===== config.mk =====
export PLATFORM = sky130hd
export DESIGN_NAME = lasr_regs
export DESIGN_NICKNAME = d
export VERILOG_FILES = /design/src/rtl/lasr_pkg.sv /design/src/rtl/lasr_regs.sv /design/src/rtl/lasr_valid_state.sv
export SDC_FILE = /design/constraint.sdc
export NUM_CORES = 1
export LEC_CHECK = 0
export BUFFER_PORTS_ARGS = -buffer_cell sky130_fd_sc_hd__buf_4
export CAP_MARGIN = 0
export CORE_MARGIN = 5
export CORE_UTILIZATION = 56
export CTS_BUF_LIST = sky130_fd_sc_hd__clkbuf_16
export CTS_CLUSTER_SIZE = 30
export DETAILED_ROUTE_END_ITERATION = 6
export PLACE_DENSITY = 0.95
export SYNTH_ARGS = -nofsm -noshare
export SYNTH_HDL_FRONTEND = slang
export SYNTH_SLANG_ARGS = --single-unit

===== constraint.sdc =====
create_clock -name CLK -period 3.1 [get_ports CLK]
set_clock_uncertainty 0.05 [all_clocks]
set_input_delay 0.155 -clock CLK [delete_from_list [all_inputs] [get_ports CLK]]
set_output_delay 0.155 -clock CLK [all_outputs]
set_load 0.1 [all_outputs]

===== src/rtl/lasr_pkg.sv =====
// Package: register map, field layout and reset values of the link and state register bank
// Overview of operation
// RULE1: Status bits 4..7 show port link detected
// RULE2: Bits 8,10,12,14 show port loop closed
// RULE3: Bits 9,11,13,15 show stable port communication
// RULE4: Network read of link status clears event bit 2
// RULE5: Network writes state request code, reset Init
// RULE6: Network writes bit 4 to acknowledge error
// RULE7: Mirroring off: locked after network write until host read
// RULE8: Unlocked after reset; host read of either byte unlocks
// RULE9: Mirroring on: always writable, copied to status
// RULE10: Host read of control clears application event bit 0
// RULE11: Status low nibble reports actual state, reset Init
// RULE12: Status bit 4 flags unreached or locally changed state
// RULE13: Host writes status only when mirroring off
// RULE14: Network read of status clears event bit 3
// RULE15: Status code host writable, network read only, reset 0
// RULE16: Indicator override code, enable bit, reads show output
// RULE17: Valid status write clears RUN override enable
// RULE18: New error clears ERR override enable
// RULE19: Host interface select field chooses local interface
// RULE20: Config bit 0 selects state mirroring
// RULE21: Config bits 2,3 enable sync out, latch in
// RULE22: Config bit 1 all ports, bits 4..7 per-port enhanced link
// RULE23: Locked mailbox silently discards network write
package lasr_pkg;
   localparam logic [15:0] ADDR_LINK_STATUS   = 16'h0110;
   localparam logic [15:0] ADDR_LINK_STATUS_H = 16'h0111;
   localparam logic [15:0] ADDR_STATE_CTRL    = 16'h0120;
   localparam logic [15:0] ADDR_STATE_CTRL_H  = 16'h0121;
   localparam logic [15:0] ADDR_STATE_STAT    = 16'h0130;
   localparam logic [15:0] ADDR_STATE_STAT_H  = 16'h0131;
   localparam logic [15:0] ADDR_STAT_CODE     = 16'h0134;
   localparam logic [15:0] ADDR_STAT_CODE_H   = 16'h0135;
   localparam logic [15:0] ADDR_RUN_OVR       = 16'h0138;
   localparam logic [15:0] ADDR_ERR_OVR       = 16'h0139;
   localparam logic [15:0] ADDR_HOST_SEL      = 16'h0140;
   localparam logic [15:0] ADDR_CTRL_CFG      = 16'h0141;

   localparam logic [3:0] ST_INIT    = 4'h1;
   localparam logic [3:0] ST_PREOP   = 4'h2;
   localparam logic [3:0] ST_BOOT    = 4'h3;
   localparam logic [3:0] ST_SAFEOP  = 4'h4;
   localparam logic [3:0] ST_OP      = 4'h8;

   localparam int F_ERR_IND   = 4;
   localparam int F_OVR_EN    = 4;
   localparam int F_LINK_LSB  = 4;
   localparam int F_MIRROR    = 0;
   localparam int F_ELD_ALL   = 1;
   localparam int F_SYNC_EN   = 2;
   localparam int F_LATCH_EN  = 3;
   localparam int F_ELD_LSB   = 4;
   localparam int EV_NET_LINK = 2;
   localparam int EV_NET_STAT = 3;

   localparam logic [15:0] RST_STATE_CTRL = 16'h0001;
   localparam logic [15:0] RST_STATE_STAT = 16'h0001;
   localparam logic [15:0] RST_STAT_CODE  = 16'h0000;
   localparam logic [7:0]  RST_OVR        = 8'h00;

   localparam logic [7:0] HS_NONE   = 8'h00;
   localparam logic [7:0] HS_DIO    = 8'h04;
   localparam logic [7:0] HS_SPI    = 8'h05;
   localparam logic [7:0] HS_BRIDGE = 8'h07;
   localparam logic [7:0] HS_ASY16  = 8'h08;
   localparam logic [7:0] HS_ASY8   = 8'h09;
   localparam logic [7:0] HS_SYN16  = 8'h0A;
   localparam logic [7:0] HS_SYN8   = 8'h0B;
   localparam logic [7:0] HS_BUS    = 8'h80;

   typedef struct packed {
      logic        rd;
      logic        wr;
      logic [15:0] addr;
      logic [1:0]  be;
      logic [15:0] wdata;
   } lasr_req_t;

   typedef struct packed {
      logic [3:0] link;
      logic [3:0] loop_closed;
      logic [3:0] comm_ok;
   } lasr_port_t;
endpackage


===== src/rtl/lasr_regs.sv =====
// Link status, application state handshake, indicator override and configuration registers
module lasr_regs (
   input  wire logic                CLK,
   input  wire logic                RST_N,
   input  wire lasr_pkg::lasr_req_t NET_REQ,
   input  wire lasr_pkg::lasr_req_t HOST_REQ,
   input  wire lasr_pkg::lasr_port_t PORT_STATE,
   input  wire logic [7:0]          HOST_SEL_IN,
   input  wire logic [7:0]          CTRL_CFG_IN,
   input  wire logic                NEW_ERROR,
   input  wire logic                RUN_LED_AUTO,
   input  wire logic                ERR_LED_AUTO,
   input  wire logic [3:0]          RUN_LED_PAT,
   input  wire logic [3:0]          ERR_LED_PAT,
   output logic [15:0]              NET_RDATA,
   output logic [15:0]              HOST_RDATA,
   output logic                     NET_EV_LINK_CLR,
   output logic                     NET_EV_STAT_CLR,
   output logic                     APP_EV_CTRL_CLR,
   output logic [3:0]               STATE_REQ,
   output logic                     ERR_ACK,
   output logic [3:0]               STATE_ACT,
   output logic                     MAILBOX_LOCKED,
   output logic                     RUN_LED,
   output logic                     ERR_LED,
   output logic                     MIRROR_EN,
   output logic                     SYNC_OUT_EN,
   output logic                     LATCH_IN_EN,
   output logic [3:0]               ENH_LINK_EN,
   output logic [7:0]               HOST_SEL
);
   typedef struct packed {
      logic [15:0] ctrl;
      logic [15:0] stat;
      logic [15:0] code;
      logic [7:0]  run_ovr;
      logic [7:0]  err_ovr;
      logic        locked;
      logic [15:0] net_rdata;
      logic [15:0] host_rdata;
      logic        ev_link_clr;
      logic        ev_stat_clr;
      logic        app_ev_clr;
      logic        run_led;
      logic        err_led;
      logic [7:0]  cfg;
      logic [7:0]  sel;
      logic [3:0]  enh;
   } lasr_state_t;

   lasr_state_t st_r;
   lasr_state_t st_nxt;
   logic        ctrl_valid;
   logic        host_valid;
   logic        mirror;
   logic [15:0] link_word;
   logic [7:0]  run_rd;
   logic [7:0]  err_rd;
   logic        net_ctrl_hit;
   logic        host_stat_hit;

   lasr_valid_state u_val_host (
      .code  (HOST_REQ.wdata[3:0]),
      .valid (host_valid)
   );

   lasr_valid_state u_val_net (
      .code  (NET_REQ.wdata[3:0]),
      .valid (ctrl_valid)
   );

   assign mirror = st_r.cfg[lasr_pkg::F_MIRROR];   // [RULE20]

   // Bits 3..0 not in this bank's scope; they read zero
   genvar p;
   generate
      for (p = 0; p < 4; p++) begin : g_port
         assign link_word[lasr_pkg::F_LINK_LSB + p] = PORT_STATE.link[p];  // [RULE1]
         assign link_word[8 + 2 * p]     = PORT_STATE.loop_closed[p];      // [RULE2]
         assign link_word[9 + 2 * p]     = PORT_STATE.comm_ok[p];          // [RULE3]
      end
   endgenerate
   assign link_word[3:0] = 4'h0;

   // Reads return the live indicator level instead of the stored code
   assign run_rd = {st_r.run_ovr[7:4], 3'b000, st_r.run_led};  // [RULE16]
   assign err_rd = {st_r.err_ovr[7:4], 3'b000, st_r.err_led};  // [RULE16]

   assign net_ctrl_hit  = NET_REQ.wr && NET_REQ.addr == lasr_pkg::ADDR_STATE_CTRL;
   assign host_stat_hit = HOST_REQ.wr && HOST_REQ.addr == lasr_pkg::ADDR_STATE_STAT;

   function automatic logic [15:0] read_mux(input logic [15:0] a, input logic [15:0] lw,
                                            input lasr_state_t s, input logic [7:0] rr,
                                            input logic [7:0] er);
      logic [15:0] v;
      v = 16'h0000;
      unique case (a)
         lasr_pkg::ADDR_LINK_STATUS: v = lw;
         lasr_pkg::ADDR_STATE_CTRL:  v = s.ctrl;
         lasr_pkg::ADDR_STATE_STAT:  v = s.stat;
         lasr_pkg::ADDR_STAT_CODE:   v = s.code;
         lasr_pkg::ADDR_RUN_OVR:     v = {er, rr};
         lasr_pkg::ADDR_HOST_SEL:    v = {s.cfg, s.sel};
         default:                    v = 16'h0000;
      endcase
      return v;
   endfunction

   always_comb begin
      st_nxt             = st_r;
      st_nxt.sel         = HOST_SEL_IN;   // [RULE19]
      st_nxt.cfg         = CTRL_CFG_IN;   // [RULE21] [RULE22]
      // Registered so the per-port enables leave the block glitch free
      st_nxt.enh         = CTRL_CFG_IN[lasr_pkg::F_ELD_LSB +: 4] |
                           {4{CTRL_CFG_IN[lasr_pkg::F_ELD_ALL]}};  // [RULE22]
      st_nxt.net_rdata   = NET_REQ.rd ? read_mux(NET_REQ.addr, link_word, st_r, run_rd, err_rd)
                                      : st_r.net_rdata;
      st_nxt.host_rdata  = HOST_REQ.rd ? read_mux(HOST_REQ.addr, link_word, st_r, run_rd, err_rd)
                                       : st_r.host_rdata;
      st_nxt.ev_link_clr = NET_REQ.rd && NET_REQ.addr == lasr_pkg::ADDR_LINK_STATUS;  // [RULE4]
      st_nxt.ev_stat_clr = NET_REQ.rd && NET_REQ.addr == lasr_pkg::ADDR_STATE_STAT;   // [RULE14]
      st_nxt.app_ev_clr  = HOST_REQ.rd && (HOST_REQ.addr == lasr_pkg::ADDR_STATE_CTRL ||
                                           HOST_REQ.addr == lasr_pkg::ADDR_STATE_CTRL_H); // [RULE10]

      // Host read unlocks; a simultaneous net write relocks only if it was unlocked before (set wins)
      if (st_nxt.app_ev_clr) begin
         st_nxt.locked = 1'b0;   // [RULE8]
      end
      if (net_ctrl_hit && (mirror || !st_r.locked)) begin  // [RULE7] [RULE23]
         st_nxt.ctrl = {NET_REQ.wdata[15:5], NET_REQ.wdata[4:0]};  // [RULE5] [RULE6]
         if (!mirror) begin
            st_nxt.locked = 1'b1;  // [RULE7]
         end else begin
            // Copy request into the actual state, error flag cleared
            st_nxt.stat = {11'h000, 1'b0, NET_REQ.wdata[3:0]};  // [RULE9]
            if (ctrl_valid) begin
               st_nxt.run_ovr[lasr_pkg::F_OVR_EN] = 1'b0;  // [RULE17]
            end
         end
      end

      if (host_stat_hit && !mirror) begin  // [RULE13]
         if (HOST_REQ.be[0]) begin
            st_nxt.stat[7:0] = HOST_REQ.wdata[7:0];  // [RULE11] [RULE12]
         end
         if (HOST_REQ.be[1]) begin
            st_nxt.stat[15:8] = HOST_REQ.wdata[15:8];
         end
         if (host_valid && HOST_REQ.be[0]) begin
            st_nxt.run_ovr[lasr_pkg::F_OVR_EN] = 1'b0;  // [RULE17]
         end
      end

      if (HOST_REQ.wr && HOST_REQ.addr == lasr_pkg::ADDR_STAT_CODE) begin  // [RULE15]
         if (HOST_REQ.be[0]) begin
            st_nxt.code[7:0] = HOST_REQ.wdata[7:0];
         end
         if (HOST_REQ.be[1]) begin
            st_nxt.code[15:8] = HOST_REQ.wdata[15:8];
         end
      end

      // Both sides may write the overrides; network write takes priority
      if (HOST_REQ.wr && HOST_REQ.addr == lasr_pkg::ADDR_RUN_OVR) begin  // [RULE16]
         if (HOST_REQ.be[0]) begin
            st_nxt.run_ovr = HOST_REQ.wdata[7:0];
         end
         if (HOST_REQ.be[1]) begin
            st_nxt.err_ovr = HOST_REQ.wdata[15:8];
         end
      end
      if (NET_REQ.wr && NET_REQ.addr == lasr_pkg::ADDR_RUN_OVR) begin  // [RULE16]
         if (NET_REQ.be[0]) begin
            st_nxt.run_ovr = NET_REQ.wdata[7:0];
         end
         if (NET_REQ.be[1]) begin
            st_nxt.err_ovr = NET_REQ.wdata[15:8];
         end
      end
      if (NEW_ERROR) begin
         st_nxt.err_ovr[lasr_pkg::F_OVR_EN] = 1'b0;  // [RULE18]
      end

      // Pattern generator supplies the flash/blink level for the code
      st_nxt.run_led = st_r.run_ovr[lasr_pkg::F_OVR_EN] ? RUN_LED_PAT[0] : RUN_LED_AUTO;
      st_nxt.err_led = st_r.err_ovr[lasr_pkg::F_OVR_EN] ? ERR_LED_PAT[0] : ERR_LED_AUTO;
   end

   always_ff @(posedge CLK or negedge RST_N) begin
      if (!RST_N) begin
         st_r         <= '0;
         st_r.ctrl    <= lasr_pkg::RST_STATE_CTRL;  // [RULE5]
         st_r.stat    <= lasr_pkg::RST_STATE_STAT;  // [RULE11]
         st_r.code    <= lasr_pkg::RST_STAT_CODE;
         st_r.run_ovr <= lasr_pkg::RST_OVR;
         st_r.err_ovr <= lasr_pkg::RST_OVR;
      end else begin
         st_r <= st_nxt;
      end
   end

   assign NET_RDATA       = st_r.net_rdata;
   assign HOST_RDATA      = st_r.host_rdata;
   assign NET_EV_LINK_CLR = st_r.ev_link_clr;
   assign NET_EV_STAT_CLR = st_r.ev_stat_clr;
   assign APP_EV_CTRL_CLR = st_r.app_ev_clr;
   assign STATE_REQ       = st_r.ctrl[3:0];
   assign ERR_ACK         = st_r.ctrl[lasr_pkg::F_ERR_IND];
   assign STATE_ACT       = st_r.stat[3:0];
   assign MAILBOX_LOCKED  = st_r.locked;
   assign RUN_LED         = st_r.run_led;
   assign ERR_LED         = st_r.err_led;
   assign MIRROR_EN       = st_r.cfg[lasr_pkg::F_MIRROR];
   assign SYNC_OUT_EN     = st_r.cfg[lasr_pkg::F_SYNC_EN];
   assign LATCH_IN_EN     = st_r.cfg[lasr_pkg::F_LATCH_EN];
   assign ENH_LINK_EN     = st_r.enh;
   assign HOST_SEL        = st_r.sel;
endmodule


===== src/rtl/lasr_valid_state.sv =====
// Decoder telling whether a state code is one of the defined states
module lasr_valid_state (
   input  wire logic [3:0] code,
   output logic            valid
);
   always_comb begin
      unique case (code)
         lasr_pkg::ST_INIT, lasr_pkg::ST_PREOP, lasr_pkg::ST_BOOT,
         lasr_pkg::ST_SAFEOP, lasr_pkg::ST_OP: valid = 1'b1;
         default:                              valid = 1'b0;
      endcase
   end
endmodule


* Word-level counts from Yosys, hierarchy flattened
Cells that the tools add are included.
W data, S select, Z words.
** Storage, ports and cells
- Register bits after elaboration :: 122
- Bits of input ports :: 113
- Word-level logic and storage cells :: 86
- Bits in read-only memories :: 0
- Bits in latches :: 0
- Output and inout bits :: 62
- Memories kept :: 0
- Memory bits (writable) :: 0
** Cells by class
- Order comparisons :: 0
- Equal/unequal tests :: 23
- Shift operators :: 0
- Add/sub/neg operators :: 0
- Divide/modulo/power cells :: 0
- Bitwise gates (word level) :: 1
- Multiplexer cells :: 26
- Multiply operators :: 0
- Reductions and logical operators :: 19
** Operators by type and width (number)
- $eq A16 B9 Y1 const B :: 13
- $pmux W16 S6 :: 2
- $mux W16 :: 5
- $mux W8 :: 6
- $eq A4 B2 Y1 const B :: 4
- $mux W1 :: 13
- $logic_and A1 B1 Y1 :: 11
- $reduce_or A5 Y1 :: 2
- $eq A4 B1 Y1 const B :: 2
- $eq A4 B3 Y1 const B :: 2
- $eq A4 B4 Y1 const B :: 2
- $or A4 B4 Y4 :: 1
- $reduce_and A2 Y1 :: 2
- $logic_not A1 Y1 :: 2
- $logic_or A1 B1 Y1 :: 2

* Longest topological paths before layout
Gate-level depths: netlist of the first run.
- Depth in word-level cells :: 13
- Depth in mapped cells :: 7
- Gate-level depth less buffers :: 5

* Modules after synthesis
Synthesis of the first run repeated with hierarchy kept, for this count alone.
** Second synthesis, totals
- Cell total of the unflattened synthesis :: 570
- Area total of the unflattened synthesis :: 6112.1 µm²
** Modules (own cells, without submodules)
- lasr_regs :: area an instance 6049.6 µm², cells an instance 562, times used 1, sequential area each 2855.2 µm²
- lasr_valid_state :: area an instance 31.3 µm², cells an instance 4, times used 2, sequential area each 0.0 µm²

* Least setup slack after synthesis of the first run
No wires, ideal clock.
- Kind :: reg2reg
- From :: reg st_r, in the netlist MIRROR_EN
- To :: reg st_r[115] in the netlist's numbering
- Setup slack :: 0.957 ns
- Clock period less this slack :: 2.143 ns
- Data arrival time :: 1.966 ns
- Data required time :: 2.922 ns
- Buffers on the path :: 1
- Stages on the path, launching flop included :: 5
- Setup time :: 0.128 ns
- Cell sequence :: dfrtp_1 -> nand2b_1 -> nand3_1 -> buf_2 -> mux2_1
** On the way
- Cells in the longest elaborated chain, start to end :: 2
** RTL lines
- start: declaration :: RTL line lasr_regs.sv:51 : lasr_state_t st_r;
- start signal: assignment :: RTL line lasr_regs.sv:198 : st_r <= st_nxt;
- $logic_or A1 B1 Y1 :: RTL line lasr_regs.sv:129 : if (net_ctrl_hit && (mirror || !st_r.locked)) begin
- $logic_and A1 B1 Y1 :: RTL line lasr_regs.sv:129
Every way passes these cells.
A chain may end at the register's enable or synchronous reset.

==> results of run 1 <==
where the power goes:
part / internal (uW) / total, uW / switching, uW
Combinational: 231 / 713 / 483
Sequential: 1530 / 1570 / 37.2
Clock: 1510 / 2290 / 776
Total: 3280 / 4570 / 1300
routing by layer:
layer / vias to the layer above / global-route usage, % / part of all wire [%]
met3: 188 / 14.07 / 15
met1: 2875 / 44.91 / 33
met5: - / 0 / 0
met2: 697 / 56.10 / 44
li1: 2449 / - / -
met4: 0 / 25.00 / 7.0
tightest hold or removal path, delay by kind of cell:
family                 cells  cell delay, ns
buffers and inverters      1            0.15
muxes                      1            0.09
and+or+nand+nor            1            0.11
through the flow:
stage | worst slack, ns | cells | cell area, sq um | utilization [%]
final | 0.5454 | 890 | 8288 | 80.64
after global routing | 0.4137 | 890 | 8288 | 80.64
after CTS | 0.6313 | 890 | 8288 | 80.64
after detailed placement | 0.5430 | 795 | 6977 | 67.88
after global placement | 0.6664 | 795 | 6977 | 67.88
after floorplan | 0.9568 | 548 | 5853 | -
synth_stat cells, types with 6 or more instances:
master / n
a21oi_1: 18
nor2_1: 48
dfrtp_1: 112
inv_1: 7
nor4_1: 12
mux2i_1: 14
a222oi_1: 19
a21boi_0: 8
nor4_2: 6
a221oi_1: 17
buf_2: 10
a22o_1: 15
nor3_1: 12
a31oi_1: 27
nand3_1: 11
o21ai_0: 11
buf_4: 53
mux2_2: 25
a22oi_1: 12
nand2_1: 35
clkbuf_1: 13
placed cells by master, fill, tap and decap left out, types with 3 or more instances in the layout:
master and instances:
buf_4 187, dfrtp_1 112, dlygate4sd3_1 63, nor2_1 48, nand2_1 35, a31oi_1 27, mux2_2 25, a222oi_1 19
a21oi_1 18, a221oi_1 17, clkbuf_16 17, a22o_1 15, mux2i_1 14, a22oi_1 12, nand3_1 11, o21ai_0 11
nor3_1 11, nor4_2 10, nor4_1 8, a21boi_0 8, inv_1 7, bufinv_16 6, nor4b_1 5, or4b_2 5
or4_1 5, mux2_1 5, or2_2 4, clkinv_4 4, or3_1 3, or4b_1 3, nand2b_1 3, a221o_1 3
o221a_2 3, clkinvlp_4 3
sequential cells by signal (all words and copies together) (netlist names):
name / flops
NET_RDATA: 16
HOST_SEL: 8
STATE_ACT: 4
st_r: 44
MAILBOX_LOCKED: 1
NET_EV_LINK_CLR: 1
NET_EV_STAT_CLR: 1
ENH_LINK_EN: 4
ERR_ACK: 1
HOST_RDATA: 16
MIRROR_EN: 1
ERR_LED: 1
SYNC_OUT_EN: 1
APP_EV_CTRL_CLR: 1
run_rd: 4
LATCH_IN_EN: 1
STATE_REQ: 4
RUN_LED: 1
err_rd: 4
path summary, 6_finish.rpt:
kind	to	from	cells past startpoint
setup reg to reg	st_r[98]	MIRROR_EN	4
hold / removal	MAILBOX_LOCKED	NET_REQ[34]	3
setup / recovery	err_rd[4]	NET_REQ[23]	8
max in group asynchronous	STATE_REQ[0]	RST_N	3
min in group asynchronous	HOST_SEL[7]	RST_N	2
hold reg to reg	HOST_RDATA[14]	HOST_RDATA[14]	2
cell families after synthesis:
logic type,count (synthesis),synth area share (%)
AO/OA/AOI/OAI,140,18.04
flip-flops,114,48.78
AND/OR/NAND/NOR,165,15.86
XOR/XNOR,1,0.1497
buffers and inverters,84,9.000
multiplexers,44,8.166
area by class of cell:
class	instances	area, sq um	area share (%)
clock buffers	17	425.4	5.133
clock inverters	15	255.2	3.080
inverters	7	26.28	0.3170
multi-input cells	350	2501	30.18
flip-flops and latches	114	2855	34.45
well taps	136	170.2	2.053
repair buffers	251	2054	24.79
what timing repair did:
item | 4_1_cts | 5_1_grt
hold endpoints to repair | 154 | 0
buffers inserted | 0 | 0
hold buffers | 63 | 0
==> impl_results.md, run 1 <==
* FP Rows at 37
* Final wirelength at approximately 23000 um
* Final HPWL DP at approximately 14000 um
* Power Dens Cells at 551.7 nW/um^2
* Area fraction of the dominant cell type after synthesis at around 48%
* Post_cts resized at 0
* WP data arrival at ~2.9 ns
* Ports at roughly 180
* Largest net degree at the start of global routing at 74
* Status: complete, but fails checks
* Design Power at between 4000 and 5000 uW
* Tot GR Track Use at approximately 37%
* Layout area overhead at 41.60%
* Final Hold Vio Count at 0
* Core ar. at between 10000 and 15000 sq um
* Filler instances at between 500 and 600
* TritonCTS clock tree: done
* Slew headroom at between 30% and 40%
* Synth top area cells: dfrtp_1 (48%), buf_4 (6.8%), mux2_2 (4.8%)
* Die height at approximately 110 um
* DRT Pass-1 Iters at 7
* Root Driver: clkbuf_16
* #FFs+latches synth at roughly 110
* Cells after Synth at between 500 and 600
* Crit path capture type: flop
* Cell Area, Synth at slightly below 6000 sq um
* Setup slack, reg-to-reg at 1.06 ns
* Post-route ant nets at 0
* Ant diodes at 0
* First-pass GRT wire length at 36470 um
* DR iter-0 viols at 1031
* Share of cells above drive strength 1 at between 30% and 40%
* DR DRC count at 12
* Failing checks: DRC
* Total congestion overflow at 0
* Worst hold path type: in -> reg
* Final Max Slew Viols at 0
* Yosys Warn Count at 0
* Hold slack at between 0.08 and 0.09 ns
* RSZ-0062 raised after global routing: no
* Final worst-path cycle share at just over 80%
* Crit path cell chain: dlygate4sd3_1 > buf_4 > nand4bb_1 > nor4_1 > buf_4 > nand3_1 > a211oi_1 > dlygate4sd3_1
* Max Root-Sink Buffers at 2
* Max-cap violations at 0
* Synthesized net count at roughly 660
* Via/cell ratio at 6.976
* Final nets at 854
* Slowest-stage cell, CP: dlygate4sd3_1
* # setup viols final at 0
* GPL Wtd Cong at 0.9703
* Routed vias at 6209
* Worst slew pin tran at approximately 0.94 ns
* CP bufs+invs at 4
* Setup CP Type: in -> reg
* LEAKAGE at 0.003737 uW
* CTS Buf Count at 17
* H-tree Lvls at 4
* Number of synthesized flops with an enable pin at 0
* Clk pin slew, worst setup/hold paths at 0.06 ns
* Initial Util at a little under three fifths
* Ys async rst share at between 90% and 100%
* CP max stage delay at slightly below 0.6 ns
* Die area at roughly 13000 sq um
* Startpoint Class: input port
* Top FF cell, synth: dfrtp_1
* Crit-path max FO at 9
* Vias in the first global route at 6619
* Clk_lat worst skew at ~0.44 ns
* Mean Syn Cell Area at approximately 11 sq um
* Initial antenna violation count at 0
* Die width at about 110 um
* Peak supply drop at just under 500 uV
* Post-synth top area cell: dfrtp_1
* Fin Setup TNS at 0 ns
* Clk sink count at 114
* Final min period at 2.555 ns
* Maximum clock frequency at roughly 0.4 GHz
* Sequential fraction of the synthesis area at 48.78%
* Worst path top cell family by delay: buffers and inverters
* Port bufs at around 170
* Wire per inst at between 20 and 30 um
* CP required at 3.41 ns
* Synth cell types at 52
Power figures use the tool's default switching activity.
==> inputs of run 2 (changes only) <==
--- a/config.mk
+++ b/config.mk
@@ -5,14 +5,15 @@
 export SDC_FILE = /design/constraint.sdc
 export NUM_CORES = 1
 export LEC_CHECK = 0
+export ABC_AREA = 1
 export BUFFER_PORTS_ARGS = -buffer_cell sky130_fd_sc_hd__buf_4
 export CAP_MARGIN = 0
 export CORE_MARGIN = 5
-export CORE_UTILIZATION = 56
+export CORE_UTILIZATION = 53
 export CTS_BUF_LIST = sky130_fd_sc_hd__clkbuf_16
 export CTS_CLUSTER_SIZE = 30
 export DETAILED_ROUTE_END_ITERATION = 6
-export PLACE_DENSITY = 0.95
+export PLACE_DENSITY = 0.89
 export SYNTH_ARGS = -nofsm -noshare
 export SYNTH_HDL_FRONTEND = slang
 export SYNTH_SLANG_ARGS = --single-unit
==> constraint.sdc (replaced) <==
create_clock -name CLK -period 2.4 [get_ports CLK]
set_clock_uncertainty 0.05 [all_clocks]
set_input_delay 0.12 -clock CLK [delete_from_list [all_inputs] [get_ports CLK]]
set_output_delay 0.12 -clock CLK [all_outputs]
set_load 0.1 [all_outputs]
==> run 2 against run 1 <==
  * The run now ends clean
  * Utilization decreased by 8.7 points
  * Setup slack got worse by 0.41 ns
  * Sequential power increased by 25%
  * Clock-buffer cell count unchanged
  * First-iteration DRC count decreased by 0.48%
  * Largest cell class unchanged
==> impl_results.md, run 2 <==
* Status: complete, no violations (was complete, but fails checks)
* #FFs+latches synth at 114 (unchanged)
* Largest net degree at the start of global routing at 115 (was 74)
* Filler instances at 871 (was 535)
* CTS Buf Count at 17 (unchanged)
* Leading cell types by count after synthesis: nand2_1 (278), dfrtp_1 (112), inv_1 (109) (was dfrtp_1 (112), buf_4 (53), nor2_1 (48))
* Crit-path max FO at 16 (was 9)
* Post-route ant nets at 0 (unchanged)
* Die height at 120.9 um (was 112.2 um)
* Final min period at roughly 2.3 ns
* Startpoint Class: input port (unchanged)
* CP required at 2.65 ns (was 3.41 ns)
* Most frequent cells in the layout: nand2_1 (277), buf_4 (171), dfrtp_1 (112) (was buf_4 (187), dfrtp_1 (112), dlygate4sd3_1 (63))
* Ys async rst share at 100.0% (unchanged)
* Crit path capture type: flop (unchanged)
* H-tree Lvls at 4 (unchanged)
* Final Hold Vio Count at 0 (unchanged)
* Initial antenna violation count at 0 (unchanged)
* Via/cell ratio at 5.570 (was 6.976)
* Power Dens Cells at 567.1 nW/um^2 (was 551.7 nW/um^2)
* Synth cell types at 33 (was 52)
* Slew headroom at 56.12% (was 37.18%)
* Final WS setup at 0.1392 ns (was 0.5454 ns)
* Total congestion overflow at 0 (unchanged)
* Peak supply drop at 503.3 uV (was 494.7 uV)
* Multi-input gate area at 2633 sq um (was 2501 sq um)
* Ports at 175 (unchanged)
* Ant diodes at 0 (unchanged)
* Die width at 120.9 um (was 112.2 um)
* Mean Syn Cell Area at 7.337 sq um (was 10.68 sq um)
* Largest register FFs at 44 (unchanged)
* Die area at 14610 sq um (was 12600 sq um)
* Max Root-Sink Buffers at 2 (unchanged)
* Core ar. at 12010 sq um (was 10280 sq um)
* Area fraction of the dominant cell type after synthesis at 43.02% (was 47.88%)
* Vias in the first global route at 6611 (was 6619)
* Fin Setup TNS at 0 ns (unchanged)
* Wire per inst at 17.06 um (was 26.24 um)
* Synth top area cells: dfrtp_1 (43%), nand2_1 (16%), buf_4 (6.6%) (was dfrtp_1 (48%), buf_4 (6.8%), mux2_2 (4.8%))
* Tot GR Track Use at 29.33% (was 37.41%)
* First-pass GRT wire length at 33470 um (was 36470 um)
* Final worst-path cycle share at between 90% and 100%
* Post-synth top area cell: dfrtp_1 (unchanged)
* Clk pin slew, worst setup/hold paths at 0.06 ns (about the same)
* Setup bufs post-CTS at 0 (unchanged)
* Cells after Synth at 888 (was 548)
* RSZ-0062 raised after global routing: no (unchanged)
* Setup slack, reg-to-reg at 0.17 ns (was 1.06 ns)
* Clk_lat worst skew at 0.42 ns (was 0.44 ns)
* FP Rows at 40 (was 37)
* Root Driver: clkbuf_16 (unchanged)
* TritonCTS clock tree: done (unchanged)
* WP data arrival at 2.51 ns (was 2.86 ns)
* Clk sink count at 114 (unchanged)
* Biggest register: st_r (unchanged)
* Commonest non-fill, non-tap cell in the layout: nand2_1 (was buf_4)
* Layout area overhead at 32.63% (was 41.60%)
* Seq. cell area at 2855 sq um (unchanged)
* Worst hold path type: in -> reg (unchanged)
* Synthesized net count at 1001 (was 661)
* CP max stage delay at 0.57 ns (was 0.59 ns)
* Most common cell in the netlist: nand2_1 (was dfrtp_1)
* Number of synthesized flops with an enable pin at 0 (unchanged)
* LEAKAGE at 0.004561 uW (was 0.003737 uW)
* Yosys Warn Count at 0 (unchanged)
* Initial Util at 54.24% (was 56.95%)
* Maximum clock frequency at between 0.4 and 0.5 GHz
* Worst slew pin tran at 0.6583 ns (was 0.9422 ns)
* DRT Pass-1 Iters at 6 (was 7)
* Crit path cell chain: dlygate4sd3_1 > buf_4 > inv_2 > nor2_1 > nand2_1 > nor2_4 > nand2_4 > nor3_4 > inv_4 > nor2_1 > o21ai_1 > dlygate4sd3_1 (was dlygate4sd3_1 > buf_4 > nand4bb_1 > nor4_1 > buf_4 > nand3_1 > a211oi_1 > dlygate4sd3_1)
* Routed vias at 6818 (was 6209)
* DR iter-0 viols at 1026 (was 1031)
* # setup viols final at 0 (unchanged)
* GPL Wtd Cong at 0.9357 (was 0.9703)
* Share of cells above drive strength 1 at 22.19% (was 36.21%)
* Port bufs at 168 (unchanged)
* Sequential fraction of the synthesis area at 43.83% (was 48.78%)
* Final Max Slew Viols at 0 (unchanged)
* Cell Area, Synth at 6515 sq um (was 5853 sq um)
* Final wirelength at 20880 um (was 23360 um)
* Final nets at 1177 (was 854)
* Final HPWL DP at 13760 um (was 13970 um)
* DR DRC count at 0 (was 12)
* Max-cap violations at 0 (unchanged)
* Setup WS pre-CTS at 0.5636 ns (was 0.5430 ns)
* Slowest-stage cell, CP: dlygate4sd3_1 (unchanged)
* Top FF cell, synth: dfrtp_1 (unchanged)
* Setup CP Type: in -> reg (unchanged)
## run 2: cell families (layout without fill, tap and decap cells)
kind of cell           after synthesis  after routing  share of synthesized area [%]
AO/OA/AOI/OAI                      111            111                          9.276
AND/OR/NAND/NOR                    465            465                          31.09
buffers and inverters              198            387                          15.81
flip-flops                         114            114                          43.83
## run 2: through the flow
step                      hold WS [ns]  instances  instance area, sq um  utilization (%)  total power, uW
after detailed placement        0.1803       1127                  7417            61.75             2419
after global routing           0.03980       1224                  8641            71.94             5042
after CTS                      0.02120       1224                  8636            71.90             4885
final                          0.03437       1224                  8641            71.94             4901
after floorplan                -0.2256        888                  6515                -             2191
after global placement          0.1792       1127                  7417            61.75             2412
## run 2: cell type report
type	instances	share of cell area (%)
clock buffers	17	4.923
clock inverters	15	1.651
inverters	118	5.169
multi-input cells	576	30.47
flip-flops and latches	114	33.04
well taps	147	2.129
repair buffers	237	22.62
## run 2: routing by layer
metal	part of all wire [%]	vias up	track usage (%)	wire, um
met5	0	-	0	0
met2	47	478	46.23	9717
li1	-	3114	-	-
met1	37	3127	37.22	7772
met4	4.3	0	13.74	906
met3	12	99	8.531	2479
## run 2: worst paths after layout
check	start	end	cells past startpoint
min reg2reg	HOST_RDATA[0]	HOST_RDATA[0]	2
max	NET_REQ[23]	STATE_ACT[3]	12
min in group asynchronous	RST_N	STATE_REQ[3]	3
max in group asynchronous	RST_N	NET_RDATA[9]	3
min	NET_REQ[16]	run_rd[6]	3
max reg2reg	MIRROR_EN	STATE_ACT[0]	8
## run 2: repair_timing
action / CTS / global route
endpoints found under the hold margin: 221 / 0
setup endpoints to repair: 0 / 7
hold buffers: 65 / 0
gates resized for setup: 0 / 4
## run 2: critical path: cells and delay by family
kind,cells,cell delay [ns]
and+or+nand+nor,6,0.89
AOI/OAI and AO/OA,1,0.10
buffers and inverters,5,1.41
## run 2: power by group
| part | leakage (uW) | internal, uW | switching (uW) | total [uW] |
|---|---|---|---|---|
| registers | 0.00152 | 1940 | 16.1 | 1960 |
| logic | 0.00277 | 216 | 298 | 514 |
| clock network | 0.000266 | 1510 | 916 | 2430 |
